--- src/verilog/spc_regs.vh ---
// Purpose: Constants for the serial parameter channel command interpreter.
// Assumes: 16-bit words, identifier/index/value words arrive already framed and checked.
// Notes: Offsets are word indices on the plain register port; byte address is index times two.
`ifndef SPC_REGS_VH
`define SPC_REGS_VH
`define SPC_ADR_IDENT 4'h0
`define SPC_ADR_INDEX 4'h1
`define SPC_ADR_VAL_HI 4'h2
`define SPC_ADR_VAL_LO 4'h3
`define SPC_ADR_GO 4'h4
`define SPC_ADR_R_IDENT 4'h5
`define SPC_ADR_R_INDEX 4'h6
`define SPC_ADR_R_VAL_HI 4'h7
`define SPC_ADR_R_VAL_LO 4'h8
`define SPC_ADR_STATUS 4'h9
`define SPC_ADR_IRQ_MASK 4'hA
`define SPC_ADR_CTRL 4'hB
`define SPC_ADR_TEXT_LEN 4'hC
`define SPC_CMD_MSB 15
`define SPC_CMD_LSB 12
`define SPC_PNU_MSB 10
`define SPC_CMD_NONE 4'h0
`define SPC_CMD_READ 4'h1
`define SPC_CMD_WR_W 4'h2
`define SPC_CMD_WR_D 4'h3
`define SPC_CMD_WRP_D 4'hD
`define SPC_CMD_WRP_W 4'hE
`define SPC_CMD_TEXT 4'hF
`define SPC_RPL_NONE 4'h0
`define SPC_RPL_WORD 4'h1
`define SPC_RPL_DWORD 4'h2
`define SPC_RPL_ERR 4'h7
`define SPC_RPL_TEXT 4'hF
`define SPC_ERR_PNU 8'h00
`define SPC_ERR_NOWR 8'h01
`define SPC_ERR_LIMIT 8'h02
`define SPC_ERR_SUBIDX 8'h03
`define SPC_ERR_NOTARR 8'h04
`define SPC_ERR_TYPE 8'h05
`define SPC_ERR_MODE 8'h11
`define SPC_ERR_NOBUS 8'h82
`define SPC_ERR_FACT 8'h83
`define SPC_DT_I16 3'h3
`define SPC_DT_I32 3'h4
`define SPC_DT_U8 3'h5
`define SPC_DT_U16 3'h6
`define SPC_DT_U32 3'h7
`define SPC_DT_TEXT 4'h9
`define SPC_TEXT_FIXED 8'h0A
`define SPC_IDX_TEXT_WR 8'h01
`define SPC_CTRL_RST 4'h0
`endif

--- src/verilog/spc_channel.v ---
// Purpose: Parameter channel interpreter: decodes a request, reads or writes a parameter table, forms the reply.
// Assumes: Framing, checksum and process words are handled elsewhere; table entries are local flip-flops.
// Notes: One request is handled per write to the go register; the reply is ready two cycles after the write strobe.
//
// Decided for this implementation: strobed register access and the address map.
`timescale 1ns/1ps
`include "spc_regs.vh"
module spc_channel #(
   parameter NUM_PARAMS = 8,
   parameter ARRAY_LEN = 4,
   parameter TEXT_LEN = 8'h08
) (
   input wire clk_sys_in,
   input wire rst_n_in,
   input wire [3:0] addr_in,
   input wire [15:0] wdata_in,
   input wire wr_in,
   input wire rd_in,
   output reg [15:0] rdata_out,
   output reg irq_out,
   output reg [7:0] telegram_length_byte_out
);
   // Each table entry: number, data type, limits, flags. Entry 0 is an array, entry 1 a text.
   wire [10:0] tbl_pnu [0:NUM_PARAMS-1];
   wire [3:0] tbl_type [0:NUM_PARAMS-1];
   wire [31:0] tbl_max [0:NUM_PARAMS-1];
   wire [NUM_PARAMS-1:0] tbl_wr_ok;
   wire [NUM_PARAMS-1:0] tbl_bus_ok;
   wire [NUM_PARAMS-1:0] tbl_stop_only;
   wire [NUM_PARAMS-1:0] tbl_is_arr;
   reg [31:0] val_r [0:NUM_PARAMS-1];
   reg [31:0] arr_r [0:ARRAY_LEN-1];
   reg [15:0] ident_r;
   reg [15:0] index_r;
   reg [15:0] val_hi_r;
   reg [15:0] val_lo_r;
   reg [15:0] r_ident_r;
   reg [15:0] r_index_r;
   reg [31:0] r_val_r;
   reg [1:0] status_r;
   reg [1:0] mask_r;
   reg [3:0] ctrl_r;
   reg go_r;
   reg [1:0] status_nxt;
   reg [3:0] cmd;
   reg [10:0] param_number_field;
   reg [7:0] idx;
   reg [31:0] wval;
   reg hit;
   reg [2:0] sel;
   reg [3:0] rcode;
   reg [31:0] rval;
   reg err;
   reg do_wr;
   reg is_wr;
   reg is_dw;
   reg [7:0] len_nxt;
   integer k;
   integer j;
   genvar g;

   // Fixed parameter table: numbers follow entry position, type and limits vary with the entry.
   generate
      for (g = 0; g < NUM_PARAMS; g = g + 1)
      begin : g_tbl
         // A sized copy of the position lets each field be sliced to its own width.
         localparam [31:0] POS = g;
         localparam [31:0] TYPE_CODE = 3 + (g % 5);
         assign tbl_pnu[g] = 11'h064 + POS[10:0];
         assign tbl_type[g] = (g == 1) ? `SPC_DT_TEXT : TYPE_CODE[3:0];
         assign tbl_max[g] = (g % 2 == 0) ? 32'h000003E8 : 32'h0000FFFF;
         assign tbl_wr_ok[g] = (g != 3);
         assign tbl_bus_ok[g] = (g != 5);
         assign tbl_stop_only[g] = (g == 4);
         assign tbl_is_arr[g] = (g == 0);
      end
   endgenerate

   // Request decode and reply formation.
   always @*
   begin
      cmd = ident_r[`SPC_CMD_MSB:`SPC_CMD_LSB];
      param_number_field = ident_r[`SPC_PNU_MSB:0];
      idx = index_r[7:0];
      wval = {val_hi_r, val_lo_r};
      hit = 1'b0;
      sel = 3'h0;
      for (k = 0; k < NUM_PARAMS; k = k + 1)
      begin
         if (tbl_pnu[k] == param_number_field)
         begin
            hit = 1'b1;
            sel = k[2:0];
         end
      end
      is_wr = (cmd == `SPC_CMD_WR_W) || (cmd == `SPC_CMD_WR_D) || (cmd == `SPC_CMD_WRP_W) ||
         (cmd == `SPC_CMD_WRP_D);
      is_dw = (cmd == `SPC_CMD_WR_D) || (cmd == `SPC_CMD_WRP_D);
      err = 1'b0;
      rval = 32'h00000000;
      do_wr = 1'b0;
      len_nxt = 8'h0E;
      rcode = `SPC_RPL_NONE;
      if (cmd == `SPC_CMD_NONE)
      begin
         rcode = `SPC_RPL_NONE;
      end
      else if (!hit)
      begin
         err = 1'b1;
         rval = {24'h000000, `SPC_ERR_PNU};
      end
      else if (!tbl_bus_ok[sel])
      begin
         err = 1'b1;
         rval = {24'h000000, `SPC_ERR_NOBUS};
      end
      else if (cmd == `SPC_CMD_TEXT)
      begin
         // Text only on the type-9 entry; index low byte picks read or write.
         if (tbl_type[sel] != `SPC_DT_TEXT)
         begin
            err = 1'b1;
            rval = {24'h000000, `SPC_ERR_TYPE};
         end
         else if (idx == `SPC_IDX_TEXT_WR && !tbl_wr_ok[sel])
         begin
            err = 1'b1;
            rval = {24'h000000, `SPC_ERR_NOWR};
         end
         else
         begin
            rcode = `SPC_RPL_TEXT;
            rval = val_r[sel];
            do_wr = (idx == `SPC_IDX_TEXT_WR);
            len_nxt = `SPC_TEXT_FIXED + TEXT_LEN;
         end
      end
      else if (idx != 8'h00 && !tbl_is_arr[sel])
      begin
         err = 1'b1;
         rval = {24'h000000, `SPC_ERR_NOTARR};
      end
      else if (tbl_is_arr[sel] && idx >= ARRAY_LEN)
      begin
         err = 1'b1;
         rval = {24'h000000, `SPC_ERR_SUBIDX};
      end
      else if (cmd == `SPC_CMD_READ)
      begin
         rval = tbl_is_arr[sel] ? arr_r[idx[1:0]] : val_r[sel];
         rcode = (tbl_type[sel] == {1'b0, `SPC_DT_I32} || tbl_type[sel] == {1'b0, `SPC_DT_U32}) ?
            `SPC_RPL_DWORD : `SPC_RPL_WORD;
      end
      else if (is_wr)
      begin
         if (tbl_type[sel] == `SPC_DT_TEXT ||
            (is_dw != (tbl_type[sel] == {1'b0, `SPC_DT_I32} || tbl_type[sel] == {1'b0, `SPC_DT_U32})))
         begin
            err = 1'b1;
            rval = {24'h000000, `SPC_ERR_TYPE};
         end
         else if (!tbl_wr_ok[sel])
         begin
            err = 1'b1;
            rval = {24'h000000, `SPC_ERR_NOWR};
         end
         else if (ctrl_r[1])
         begin
            err = 1'b1;
            rval = {24'h000000, `SPC_ERR_FACT};
         end
         else if (tbl_stop_only[sel] && ctrl_r[0])
         begin
            err = 1'b1;
            rval = {24'h000000, `SPC_ERR_MODE};
         end
         else if (wval > tbl_max[sel])
         begin
            err = 1'b1;
            rval = {24'h000000, `SPC_ERR_LIMIT};
         end
         else
         begin
            do_wr = 1'b1;
            rval = wval;
            rcode = is_dw ? `SPC_RPL_DWORD : `SPC_RPL_WORD;
         end
      end
      else
      begin
         err = 1'b1;
         rval = {24'h000000, `SPC_ERR_TYPE};
      end
      if (err)
      begin
         rcode = `SPC_RPL_ERR;
      end
      status_nxt = status_r;
      if (rd_in && addr_in == `SPC_ADR_STATUS)
      begin
         status_nxt = 2'b00;
      end
      // New events are or-ed in after the read clear so that they are never lost.
      if (go_r)
      begin
         status_nxt = status_nxt | {err, 1'b1};
      end
   end

   // Register port, request execution and reply latch.
   always @(posedge clk_sys_in or negedge rst_n_in)
   begin
      if (!rst_n_in)
      begin
         ident_r <= 16'h0000;
         index_r <= 16'h0000;
         val_hi_r <= 16'h0000;
         val_lo_r <= 16'h0000;
         r_ident_r <= 16'h0000;
         r_index_r <= 16'h0000;
         r_val_r <= 32'h00000000;
         status_r <= 2'b00;
         mask_r <= 2'b00;
         ctrl_r <= `SPC_CTRL_RST;
         go_r <= 1'b0;
         rdata_out <= 16'h0000;
         irq_out <= 1'b0;
         telegram_length_byte_out <= 8'h00;
         for (j = 0; j < NUM_PARAMS; j = j + 1)
         begin
            val_r[j] <= 32'h00000000;
         end
         for (j = 0; j < ARRAY_LEN; j = j + 1)
         begin
            arr_r[j] <= 32'h00000000;
         end
      end
      else
      begin
         go_r <= wr_in && addr_in == `SPC_ADR_GO;
         if (wr_in)
         begin
            case (addr_in)
               `SPC_ADR_IDENT: ident_r <= wdata_in;
               `SPC_ADR_INDEX: index_r <= wdata_in;
               `SPC_ADR_VAL_HI: val_hi_r <= wdata_in;
               `SPC_ADR_VAL_LO: val_lo_r <= wdata_in;
               `SPC_ADR_IRQ_MASK: mask_r <= wdata_in[1:0];
               `SPC_ADR_CTRL: ctrl_r <= wdata_in[3:0];
               default: ;
            endcase
         end
         if (go_r)
         begin
            // The reply keeps number and index; in the identifier only the code field changes.
            r_ident_r <= {rcode, ident_r[11:0]};
            r_index_r <= index_r;
            r_val_r <= rval;
            telegram_length_byte_out <= len_nxt;
            if (do_wr && tbl_is_arr[sel])
            begin
               arr_r[idx[1:0]] <= wval;
            end
            else if (do_wr)
            begin
               val_r[sel] <= wval;
            end
         end
         status_r <= status_nxt;
         irq_out <= |(status_nxt & mask_r);
         rdata_out <= 16'h0000;
         if (rd_in)
         begin
            case (addr_in)
               `SPC_ADR_IDENT: rdata_out <= ident_r;
               `SPC_ADR_INDEX: rdata_out <= index_r;
               `SPC_ADR_VAL_HI: rdata_out <= val_hi_r;
               `SPC_ADR_VAL_LO: rdata_out <= val_lo_r;
               `SPC_ADR_R_IDENT: rdata_out <= r_ident_r;
               `SPC_ADR_R_INDEX: rdata_out <= r_index_r;
               `SPC_ADR_R_VAL_HI: rdata_out <= r_val_r[31:16];
               `SPC_ADR_R_VAL_LO: rdata_out <= r_val_r[15:0];
               `SPC_ADR_STATUS: rdata_out <= {14'h0000, status_r};
               `SPC_ADR_IRQ_MASK: rdata_out <= {14'h0000, mask_r};
               `SPC_ADR_CTRL: rdata_out <= {12'h000, ctrl_r};
               `SPC_ADR_TEXT_LEN: rdata_out <= {8'h00, telegram_length_byte_out};
               default: rdata_out <= 16'h0000;
            endcase
         end
      end
   end
endmodule // spc_channel

--- config.mk ---
export PLATFORM = sky130hd
export DESIGN_NAME = spc_channel
export DESIGN_NICKNAME = d
export VERILOG_FILES = /design/src/verilog/spc_channel.v
export VERILOG_INCLUDE_DIRS = /design/src /design/src/verilog
export SDC_FILE = /design/constraint.sdc
export NUM_CORES = 1
export LEC_CHECK = 0
export ABC_CLOCK_PERIOD_IN_PS = 5700
export BUFFER_PORTS_ARGS = -buffer_cell sky130_fd_sc_hd__buf_2
export CORE_ASPECT_RATIO = 0.75
export CORE_UTILIZATION = 37
export DETAILED_ROUTE_END_ITERATION = 16
export GPL_TIMING_DRIVEN = 0
export PLACE_DENSITY_LB_ADDON = 0.12
export SLEW_MARGIN = 5
export SYNTH_ARGS = -nofsm -noshare
export SYNTH_HDL_FRONTEND = slang
export SYNTH_SLANG_ARGS = --single-unit
--- constraint.sdc ---
create_clock -name clk_sys_in -period 5.7 [get_ports clk_sys_in]
set_input_delay 0.57 -clock clk_sys_in [delete_from_list [all_inputs] [get_ports clk_sys_in]]
set_output_delay 0.57 -clock clk_sys_in [all_outputs]
set_load 0.05 [all_outputs]
=== Yosys cells after proc, flatten, opt, wreduce, memory -nomap -nowiden ===
Memory sizes are Yosys's and may differ from the RTL's.
Index checks and enable logic that the tools add are counted.

* Equality and inequality tests: 32
* Bitwise logic cells: 5
* Reductions and logical operators: 29
* Magnitude comparators: 7
* Muxes and demuxes: 109

{| class="wikitable"
|+ Operators with widths
! cell !! count
|-
| 32-bit two-way mux || 24
|-
| 256-bit bitwise mux || 1
|-
| 16-bit one-hot mux with 12 select lines || 1
|-
| 128-bit bitwise mux || 1
|-
| 32-bit binary-select mux with 3-bit select || 1
|-
| 32-bit demux with 3-bit select || 1
|-
| 7-bit by 11-bit == test with 1-bit output, first input constant || 8
|-
| 32-bit binary-select mux with 2-bit select || 1
|-
| 32-bit demux with 2-bit select || 1
|-
| 1-bit two-way mux || 43
|-
| 4-bit == test, second input constant || 9
|-
| 4-bit two-way mux || 9
|-
| 32-bit greater-than comparator || 1
|-
| 5-bit two-way mux || 6
|-
| 2-bit two-way mux || 13
|-
| 4-bit by 3-bit == test with 1-bit output, second input constant || 6
|-
| 3-bit two-way mux || 6
|-
| 4-bit by 2-bit == test with 1-bit output, second input constant || 4
|-
| 16-bit two-way mux || 1
|-
| 2-bit AND reduction || 7
|-
| 1-bit logical AND || 9
|-
| 4-bit by 1-bit == test with 1-bit output, second input constant || 2
|-
| 8-bit by 1-bit == test with 1-bit output, second input constant || 1
|-
| 8-bit by 3-bit >= comparator with 1-bit output, second input constant || 1
|-
| 18 further kinds || 25
|}

* Register bits: 546
* Input port bits: 24
* Memories: 6
* Word-level logic and storage cells: 214
* Memory bits (read-only): 320

{| class="wikitable"
|+ Memory list
! memory !! depth !! bits a word !! read ports !! clocked after memory_dff !! write ports !! line !! RTL
|-
| (no name shown) || 8 || 32 || 1 || 0 || 0 || spc_channel.v:178 || <nowiki>else if (wval > tbl_max[sel])</nowiki>
|-
| (no name shown) || 8 || 4 || 1 || 0 || 0 || spc_channel.v:158 || <nowiki>(is_dw != (tbl_type[sel] == {1'b0, `SPC_DT_I32} || tbl_type[sel] == {1'b0, `SPC_DT_U32})))</nowiki>
|-
| (no name shown) || 8 || 1 || 1 || 0 || 0 || spc_channel.v:261 || <nowiki>if (do_wr && tbl_is_arr[sel])</nowiki>
|-
| (no name shown) || 8 || 1 || 1 || 0 || 0 || spc_channel.v:173 || <nowiki>else if (tbl_stop_only[sel] && ctrl_r[0])</nowiki>
|-
| (no name shown) || 8 || 1 || 1 || 0 || 0 || spc_channel.v:163 || <nowiki>else if (!tbl_wr_ok[sel])</nowiki>
|-
| (no name shown) || 8 || 1 || 1 || 0 || 0 || spc_channel.v:113 || <nowiki>else if (!tbl_bus_ok[sel])</nowiki>
|}

=== Logic depth before layout (Yosys ltp) ===
Gate-level depths: netlist of the first run.

* Depth after elaboration: 30
* Gate-level depth with buffers: 16
* Gate-level depth less buffers: 12

=== Worst setup path before layout of the first run ===
No wires, ideal clock.

* Path type: flip-flop to flip-flop
* From: register ident_r[8]
* To: register val_r[39] (netlist name)
* Data arrival time: 5.121 ns
* Cell stages (with the launch flop): 16
* Library setup time: 0.128 ns
* Clock period less this slack: 5.249 ns
* Setup slack: 0.451 ns
* Required time: 5.572 ns
* Cells stage by stage: dfrtp_1 -> or3_1 -> buf_2 -> nor4_2 -> clkinv_1 -> clkbuf_1 -> buf_1 -> ha_1 -> nand4_1 -> nor4_1 -> a2111oi_0 -> or3_1 -> o41a_4 -> nor4b_4 -> buf_4 -> mux2_1

* Cells in the longest elaborated chain, start to end: 29
* Elaborated cells on any way between the ends: 76

{| class="wikitable"
|+ Ends and longest elaborated chain
! element !! line !! RTL
|-
| start, declared || spc_channel.v:33 || <nowiki>reg [15:0] ident_r;</nowiki>
|-
| start signal, assigned || spc_channel.v:245 || <nowiki>`SPC_ADR_IDENT: ident_r <= wdata_in;</nowiki>
|-
| 7-bit by 11-bit == test with 1-bit output || spc_channel.v:90 || <nowiki>if (tbl_pnu[k] == param_number_field)</nowiki>
|-
| 1-bit two-way mux || spc_channel.v:90 ||
|-
| 3-bit two-way mux (6 in series) || spc_channel.v:90 ||
|-
| 3-bit NOT with 4-bit output (not written as such) || - ||
|-
| memory 8 x 32 bit || - ||
|-
| 32-bit two-way mux (not written as such) (2 in series) || spc_channel.v:178 ||
|-
| 32-bit greater-than comparator || spc_channel.v:178 ||
|-
| 1-bit two-way mux || spc_channel.v:178 ||
|-
| (+7 left out) || - ||
|-
| 1-bit two-way mux || spc_channel.v:139 || <nowiki>else if (idx != 8'h00 && !tbl_is_arr[sel])</nowiki>
|-
| 1-bit two-way mux || spc_channel.v:118 || <nowiki>else if (cmd == `SPC_CMD_TEXT)</nowiki>
|-
| 1-bit two-way mux || spc_channel.v:113 ||
|-
| 1-bit two-way mux || spc_channel.v:108 || <nowiki>else if (!hit)</nowiki>
|-
| 1-bit two-way mux || spc_channel.v:104 || <nowiki>if (cmd == `SPC_CMD_NONE)</nowiki>
|-
| 1-bit logical AND || spc_channel.v:261 ||
|-
| 1-bit NOT (no source line) || - ||
|-
| 3-bit AND reduction (no source line) || - ||
|-
| end signal, assigned by index || spc_channel.v:267 || <nowiki>val_r[sel] <= wval;</nowiki>
|-
| end, declared || spc_channel.v:31 || <nowiki>reg [31:0] val_r [0:NUM_PARAMS-1];</nowiki>
|}

Parallel ways exist; a longest one is shown, timed or not. The select of a mux whose other input is x is not followed.
A chain may end at the register's enable or synchronous reset.

=== Worst setup path in the final report of the first run ===
* From: register ident_r[10]
* To: register arr_r[66] (netlist name)

* Cells in the longest elaborated chain, start to end: 28
* Elaborated cells on any way between the ends: 69

{| class="wikitable"
|+ Ends and longest elaborated chain
! element !! line !! RTL
|-
| 7-bit by 11-bit == test with 1-bit output || spc_channel.v:90 ||
|-
| 1-bit two-way mux || spc_channel.v:90 ||
|-
| 3-bit two-way mux (6 in series) || spc_channel.v:90 ||
|-
| 3-bit NOT with 4-bit output (not written as such) || - ||
|-
| memory 8 x 32 bit || - ||
|-
| 32-bit two-way mux (not written as such) (2 in series) || spc_channel.v:178 ||
|-
| 32-bit greater-than comparator || spc_channel.v:178 ||
|-
| 1-bit two-way mux || spc_channel.v:178 ||
|-
| (+6 left out) || - ||
|-
| 1-bit two-way mux || spc_channel.v:144 || <nowiki>else if (tbl_is_arr[sel] && idx >= ARRAY_LEN)</nowiki>
|-
| 1-bit two-way mux || spc_channel.v:139 ||
|-
| 1-bit two-way mux || spc_channel.v:118 ||
|-
| 1-bit two-way mux || spc_channel.v:113 ||
|-
| 1-bit two-way mux || spc_channel.v:108 ||
|-
| 1-bit two-way mux || spc_channel.v:104 ||
|-
| 1-bit logical AND * || spc_channel.v:261 ||
|-
| 2-bit AND reduction (no source line) * || - ||
|-
| end signal, assigned by index || spc_channel.v:263 || <nowiki>arr_r[idx[1:0]] <= wval;</nowiki>
|-
| end, declared || spc_channel.v:32 || <nowiki>reg [31:0] arr_r [0:ARRAY_LEN-1];</nowiki>
|}

Mark *: on every way between the ends. The rest lies on a longest branch, timed or not. The select of a mux whose other input is x is not followed.

==> metrics.csv, run 1 <==
metric,value,unit
worst endpoint required time,6.20,ns
fraction of registers with async set/reset,1.000,
Starting Density,0.3781,
CTS Buffer Depth,3,
total gr overflow,0,
Skew-Pair Late Insertion Delay,0.64,ns
CP startpoint kind,register,
"top cells by area, synth","dfrtp_1 (56%), mux2_2 (15%), nand2_1 (3.6%), mux4_2 (3.0%), nor2b_1 (3.0%)",
vias in the first global route,17630,
Area Overhead vs Synth,14.99,%
DP Cell Count,2906,
post-synthesis adder-cell area fraction,0.007210,
WHS,0.2887,ns
IO Pins,49,
Cells after Synth,1995,
post-layout min period,5.562,ns
Pwr per Cell Area,332.3,nW/um^2
Synth Area in XOR/XNOR,0.001803,
total of max-cap violations,0,
Yosys top cell by area,dfrtp_1,
Syn Area/Cell,12.18,sq um
pin count of the biggest net entering global routing,112,
core area,64260,sq um
Crit. End Element,register,
final setup fails,0,
DRT Pass-1 Iters,6,
root buf cell,clkbuf_16,
CTS H-tree lvls,2,
Worst Hold Class,in2reg,
reg2reg setup slack,0.14,ns
Max Clock Freq,0.1798,GHz
worst path arrival time,6.06,ns
Post-DRT Antenna Nets,0,
Reg area,13540,sq um
worst-margin pin slew,1.386,ns
"Seq/Total Area, Yosys",0.5572,
compound-gate portion of the synthesized area,0.08498,
Synth Cell Area,24290,sq um
Synth Area in Simple Gates,0.1264,
Max VDD drop,256.8,uV
largest family of logic cells by synthesized area,multiplexers,
total wire length,86.30,mm
layout cell share with drive strength beyond 1,0.2692,
IO buf count,40,
# DRC,0,
area occupied by multi-input gates,10130,sq um
post-route clock skew,0.03514,ns
Synth top area share,0.5572,
Post-Layout Inst Area,27940,sq um
wire length of the first global-routing pass,125.9,mm
Pleak,12.95,nW
initial antenna violation count,6,
via/cell ratio,5.786,
fillers,6045,
Yosys cell types,75,
starting DRC count in detailed routing,1694,
TritonCTS Buffers,55,
"Cell Count, Final, Fillers Out",3020,
Rel. slew slack,0.06900,
synthesized flop and latch total,541,
clk sinks,541,
ys flop type,dfrtp_1,
Ys Warns,0,
setup_tns,0,ns
Core Rows,80,
CTS tree,yes,
Worst-path clk slew,0.07,ns
GPL Wtd Cong,0.9532,
most common cell in the netlist,dfrtp_1,
unrepaired setup endpoints after global routing,yes,
top post-synthesis cells by count,"dfrtp_1 (541), mux2_2 (326), nand2_1 (232), nor2b_1 (115), clkbuf_1 (99)",
Setup CP Type,reg2reg,
Vias,17470,
area of placed instances,25770,sq um
post-detail-place hpwl,62.85,mm
Total GRT Usage,0.2609,
CP max FO,21,
max-slew violations,0,
Post-synth EDFFs,0,
WL/cell,28.57,um
die height,223.9,um
mux cell area share after synthesis,0.1922,
status,completed,
Hold Fails Final Rpt,0,
final worst-path cycle share,0.9759,
Final nets,2152,
die width,297.9,um
die area,66700,sq um
metal layers:
metal	routed length [um]	GRT usage	vias up
met5	0	0	-
met4	2747	0.08569	0
met3	6190	0.05693	128
met2	35770	0.3694	639
met1	41590	0.3925	9279
li1	-	-	7427
critical path: stages, from the launching register on:
cell,delay [ns]
dfrtp_1,0.44
nand4bb_1,0.25
clkbuf_2,0.25
nor4_4,0.32
buf_4,0.19
buf_4,0.22
clkbuf_2,0.39
buf_8,0.35
ha_1,0.36
nand3b_1,0.22
nor3_2,0.73
nand2_1,0.21
a211oi_4,0.61
buf_2,0.46
mux2_2,0.38
state kept, by name (all words and copies together) (netlist names), 4 cells and up:
name and count:
val_r 256, r_val_r 32, arr_r 128, val_lo_r 16
ident_r 16, rdata_out 16, ctrl_r 4, val_hi_r 16
r_ident_r 16, index_r 16, r_index_r 16
path summary, 6_finish.rpt:
| kind | from | to | cells past startpoint |
|---|---|---|---|
| worst max-delay path | ident_r[10] | arr_r[66] | 14 |
| worst min-delay path | wdata_in[7] | val_hi_r[7] | 2 |
| worst max register to register | ident_r[10] | arr_r[66] | 14 |
| worst min register to register | arr_r[57] | arr_r[57] | 1 |
| max in group asynchronous | rst_n_in | val_r[59] | 5 |
| min in group asynchronous | rst_n_in | arr_r[114] | 2 |
cell families (layout without fill, tap and decap cells):
logic type / count (synthesis) / in the layout
fa+ha+maj: 14 / 14
xor+xnor: 5 / 5
mux: 384 / 384
buf+inv: 176 / 336
simple gates: 595 / 595
compound gates: 279 / 279
other cells: 1 / 5
flops: 541 / 541
final cells by class:
| cell class | instances | share of cell area |
|---|---|---|
| clock buffer | 84 | 0.05890 |
| buffer | 152 | 0.02522 |
| tap | 861 | 0.03856 |
| timing repair buffer | 60 | 0.01657 |
| sequential | 541 | 0.4846 |
| clock inverter | 17 | 0.01021 |
| inverter | 23 | 0.003135 |
| multi-input combinational | 1281 | 0.3627 |
| antenna | 1 | 0.00008958 |
cells in the final DEF (no fill, tap or decap), drive strengths merged, types with 22 or more instances in the layout:
cell,synthesis,final
a21oi,42,42
a31oi,38,38
and2,50,50
buf,53,105
clkbuf,100,190
dfrtp,541,541
inv,21,22
mux2,340,340
mux4,32,32
nand2,232,232
nand3,78,78
nor2,33,33
nor2b,115,115
o22ai,31,31
metrics by stage:
step / setup slack, ns / total power [mW] / util
final: 0.1375 / 9.283 / 0.4347
after global routing: -0.03344 / 9.581 / 0.4347
after CTS: 0.02491 / 9.327 / 0.4328
after detailed placement: -2.639 / 5.444 / 0.4010
after global placement: -7.283 / 5.412 / 0.3981
after floorplan: 0.4510 / 4.865 / -
report_power, final:
| group | internal (mW) | switching, mW |
|---|---|---|
| clock network | 2.26 | 1.61 |
| logic | 0.357 | 0.725 |
| registers | 4.03 | 0.297 |
repair_timing:
| item | CTS | global route |
|---|---|---|
| setup buffers | 5 | 7 |
| setup endpoints to repair | 424 | 339 |
| hold endpoints to repair | 63 | 0 |
| pin swaps | 3 | 2 |
| resized for setup | 27 | 26 |
| hold buffers | 1 | 0 |
Note: power is estimated with default switching activity, not from simulation.
==> run 2, diff against run 1 <==
--- a/config.mk
+++ b/config.mk
@@ -8,8 +8,11 @@
 export LEC_CHECK = 0
 export ABC_CLOCK_PERIOD_IN_PS = 5700
 export BUFFER_PORTS_ARGS = -buffer_cell sky130_fd_sc_hd__buf_2
+export CELL_PAD_IN_SITES_DETAIL_PLACEMENT = 1
+export CELL_PAD_IN_SITES_GLOBAL_PLACEMENT = 1
 export CORE_ASPECT_RATIO = 0.75
 export CORE_UTILIZATION = 37
+export CTS_BUF_LIST = sky130_fd_sc_hd__clkbuf_8 sky130_fd_sc_hd__clkbuf_16
 export DETAILED_ROUTE_END_ITERATION = 16
 export GPL_TIMING_DRIVEN = 0
 export PLACE_DENSITY_LB_ADDON = 0.12
==> metrics.csv, run 2 (synthesis gave the netlist of run 1 again) <==
metric,value,unit,change
status,completed,,
unrepaired setup endpoints after global routing,no,,
WL/cell,29.20,um,+2.2%
reg2reg setup slack,0.14,ns,about the same
Final nets,2160,,+0.37%
final worst-path cycle share,0.9748,,-0.001066
Pleak,13.09,nW,+1.1%
worst endpoint required time,6.22,ns,+0.02 ns
Largest register FFs,256,,unchanged
Rel. slew slack,0.1088,,+0.03978
area of placed instances,25760,sq um,about the same
die area,66700,sq um,unchanged
TritonCTS Buffers,58,,+5.5%
root buf cell,clkbuf_16,,
internal power,6.672,mW,+0.28%
DRT Pass-1 Iters,8,,+2
HP Start,wdata_in[4],,
DP Cell Count,2906,,unchanged
worst-margin pin slew,1.327,ns,-0.05921 ns
Top Registers,"val_r (256), arr_r (128), r_val_r (32)",,
Area Overhead vs Synth,15.55,%,
most frequent cells in the layout,"dfrtp_1 (541), mux2_2 (326), nand2_1 (232)",,
clk sinks,541,,unchanged
CTS H-tree lvls,2,,unchanged
total of max-cap violations,0,,unchanged
core area,64260,sq um,unchanged
WHS Path Cells,2,,unchanged
total wire length,88.46,mm,+2.5%
worst path arrival time,6.08,ns,+0.02 ns
setup_tns,0,ns,unchanged
startpoint of the worst register-to-register path,ident_r[8],,
vias in the first global route,18340,,+4.0%
starting DRC count in detailed routing,1455,,-14%
largest register by flop count,val_r,,
hold endpoint,ident_r[4],,
CTS Buffer Depth,3,,unchanged
die width,297.9,um,unchanged
via/cell ratio,5.818,,+0.56%
CTS tree,yes,,
wire length of the first global-routing pass,130.9,mm,+4.0%
Reg2Reg Depth,17,,+3
Post-Layout Inst Area,28070,sq um,+0.49%
Skew-Pair Late Insertion Delay,0.66,ns,+0.02 ns
post-layout min period,5.556,ns,-0.006077 ns
post-detail-place hpwl,64.48,mm,+2.6%
Max Clock Freq,0.1800,GHz,+0.11%
post-route clock skew,0.02436,ns,-0.01078 ns
Worst Setup SP,ident_r[8],,
Setup CP Type,reg2reg,,
IO Pins,49,,unchanged
GPL Wtd Cong,0.9046,,-5.1%
die height,223.9,um,unchanged
Max VDD drop,235.1,uV,-8.5%
net switching power,2.740,mW,+4.2%
pin count of the biggest net entering global routing,117,,+4.5%
Starting Density,0.3781,,unchanged
Post-DRT Antenna Nets,0,,unchanged
Vias,17630,,+0.89%
final setup fails,0,,unchanged
Hold Fails Final Rpt,0,,unchanged
"commonest non-fill, non-tap cell in the layout",dfrtp_1,,
Tot Pwr,9.411,mW,+1.4%
Crit. End Element,register,,
# DRC,0,,unchanged
Total GRT Usage,0.2691,,+0.008258
Sequential Power Share,0.466,,about the same
max-slew violations,0,,unchanged
layout cell share with drive strength beyond 1,0.2713,,+0.002112
Worst Hold Class,in2reg,,
"Cell Count, Final, Fillers Out",3030,,+0.33%
Worst-path clk slew,0.06,ns,about the same
Pwr per Cell Area,335.2,nW/um^2,+0.89%
switching part of the total,0.2911,,+0.007832
FF-to-FF End,val_r[110],,
clock share of power,0.419,,+0.002
Gate power share,0.116,,about the same
CP startpoint kind,register,,
CP max FO,20,,-4.8%
Core Rows,80,,unchanged
total gr overflow,0,,unchanged
IO buf count,40,,unchanged
initial antenna violation count,5,,-1
## run 2: cell count changes in the layout (fill, tap and decap cells not counted), moves of 2 or more
| cell | delta |
|---|---|
| clkbuf_4 | -6 |
| bufinv_16 | -2 |
| inv_1 | +17 |
| clkbuf_16 | +3 |
| buf_4 | +6 |
| buf_6 | +4 |
| clkbuf_2 | -2 |
| clkinv_4 | -2 |
| clkbuf_1 | -12 |
| clkbuf_8 | +3 |
| buf_2 | +3 |
| clkinv_16 | +2 |
## run 2: power by group through the flow
stage	logic, mW	clock network (mW)	registers, mW
detailed placement	1.07	0	4.44
global placement	1.03	0	4.43
CTS	1.09	4.01	4.37
global route	1.17	4.15	4.40
finish	1.09	3.94	4.39
floorplan	0.600	0	4.26
## run 2: through the flow
step                  util  setup slack, ns  hold WS [ns]
finish              0.4369           0.1436        0.2138
global route        0.4368         0.005417        0.2168
CTS                 0.4346          0.01826        0.1985
detailed placement  0.4009           -2.342        0.4706
global placement    0.3981           -7.353        0.4655
floorplan                -           0.4510        0.2744
## run 2: worst max-delay path: stages, from the launching register on
cell and delay, ns:
dfrtp_1 0.49, or3_1 0.40, buf_2 0.22, nor4_4 0.15, buf_4 0.19, clkinv_2 0.18, buf_4 0.25, buf_4 0.24
ha_1 0.35, nand4_1 0.24, nor4_2 0.39, a21oi_1 0.15, or3_4 0.47, o41a_4 0.56, nor4_4 0.39, buf_4 0.20
buf_6 0.15, mux2_2 0.34
## run 2: layer usage
layer / global-route usage / vias to the layer above / wire length [um]
li1: - / 7437 / -
met1: 0.4164 / 9572 / 43300
met2: 0.3839 / 507 / 37150
met3: 0.04665 / 113 / 5671
met4: 0.07428 / 0 / 2341
met5: 0 / - / 0
## run 2: worst max-delay path by stage
stage | slack (ns) | depth (start not counted) | endpoint
floorplan | 0.45 | 15 | val_r[39]
global placement | -7.35 | 1 | arr_r[26]
detailed placement | -2.34 | 15 | arr_r[68]
CTS | 0.02 | 16 | val_r[35]
global route | 0.005 | 17 | val_r[111]
finish | 0.14 | 17 | val_r[110]
## run 2: final cells by class
| cell class | count | area, sq um |
|---|---|---|
| clock inverter | 28 | 294.0 |
| timing repair buffer | 64 | 490.5 |
| inverter | 23 | 87.58 |
| fill | 6817 | 36190 |
| antenna | 2 | 5.005 |
| tap | 861 | 1077 |
| sequential | 541 | 13540 |
| clock buffer | 77 | 1713 |
| multi-input combinational | 1281 | 10150 |
| buffer | 153 | 715.7 |
## run 2: repair_timing
action,CTS,global route
cloned,0,1
pin swaps,3,5
resized for setup,39,27
setup buffers,5,10
hold endpoints to repair,60,0
hold buffers,1,0
endpoints found under the setup margin,424,333
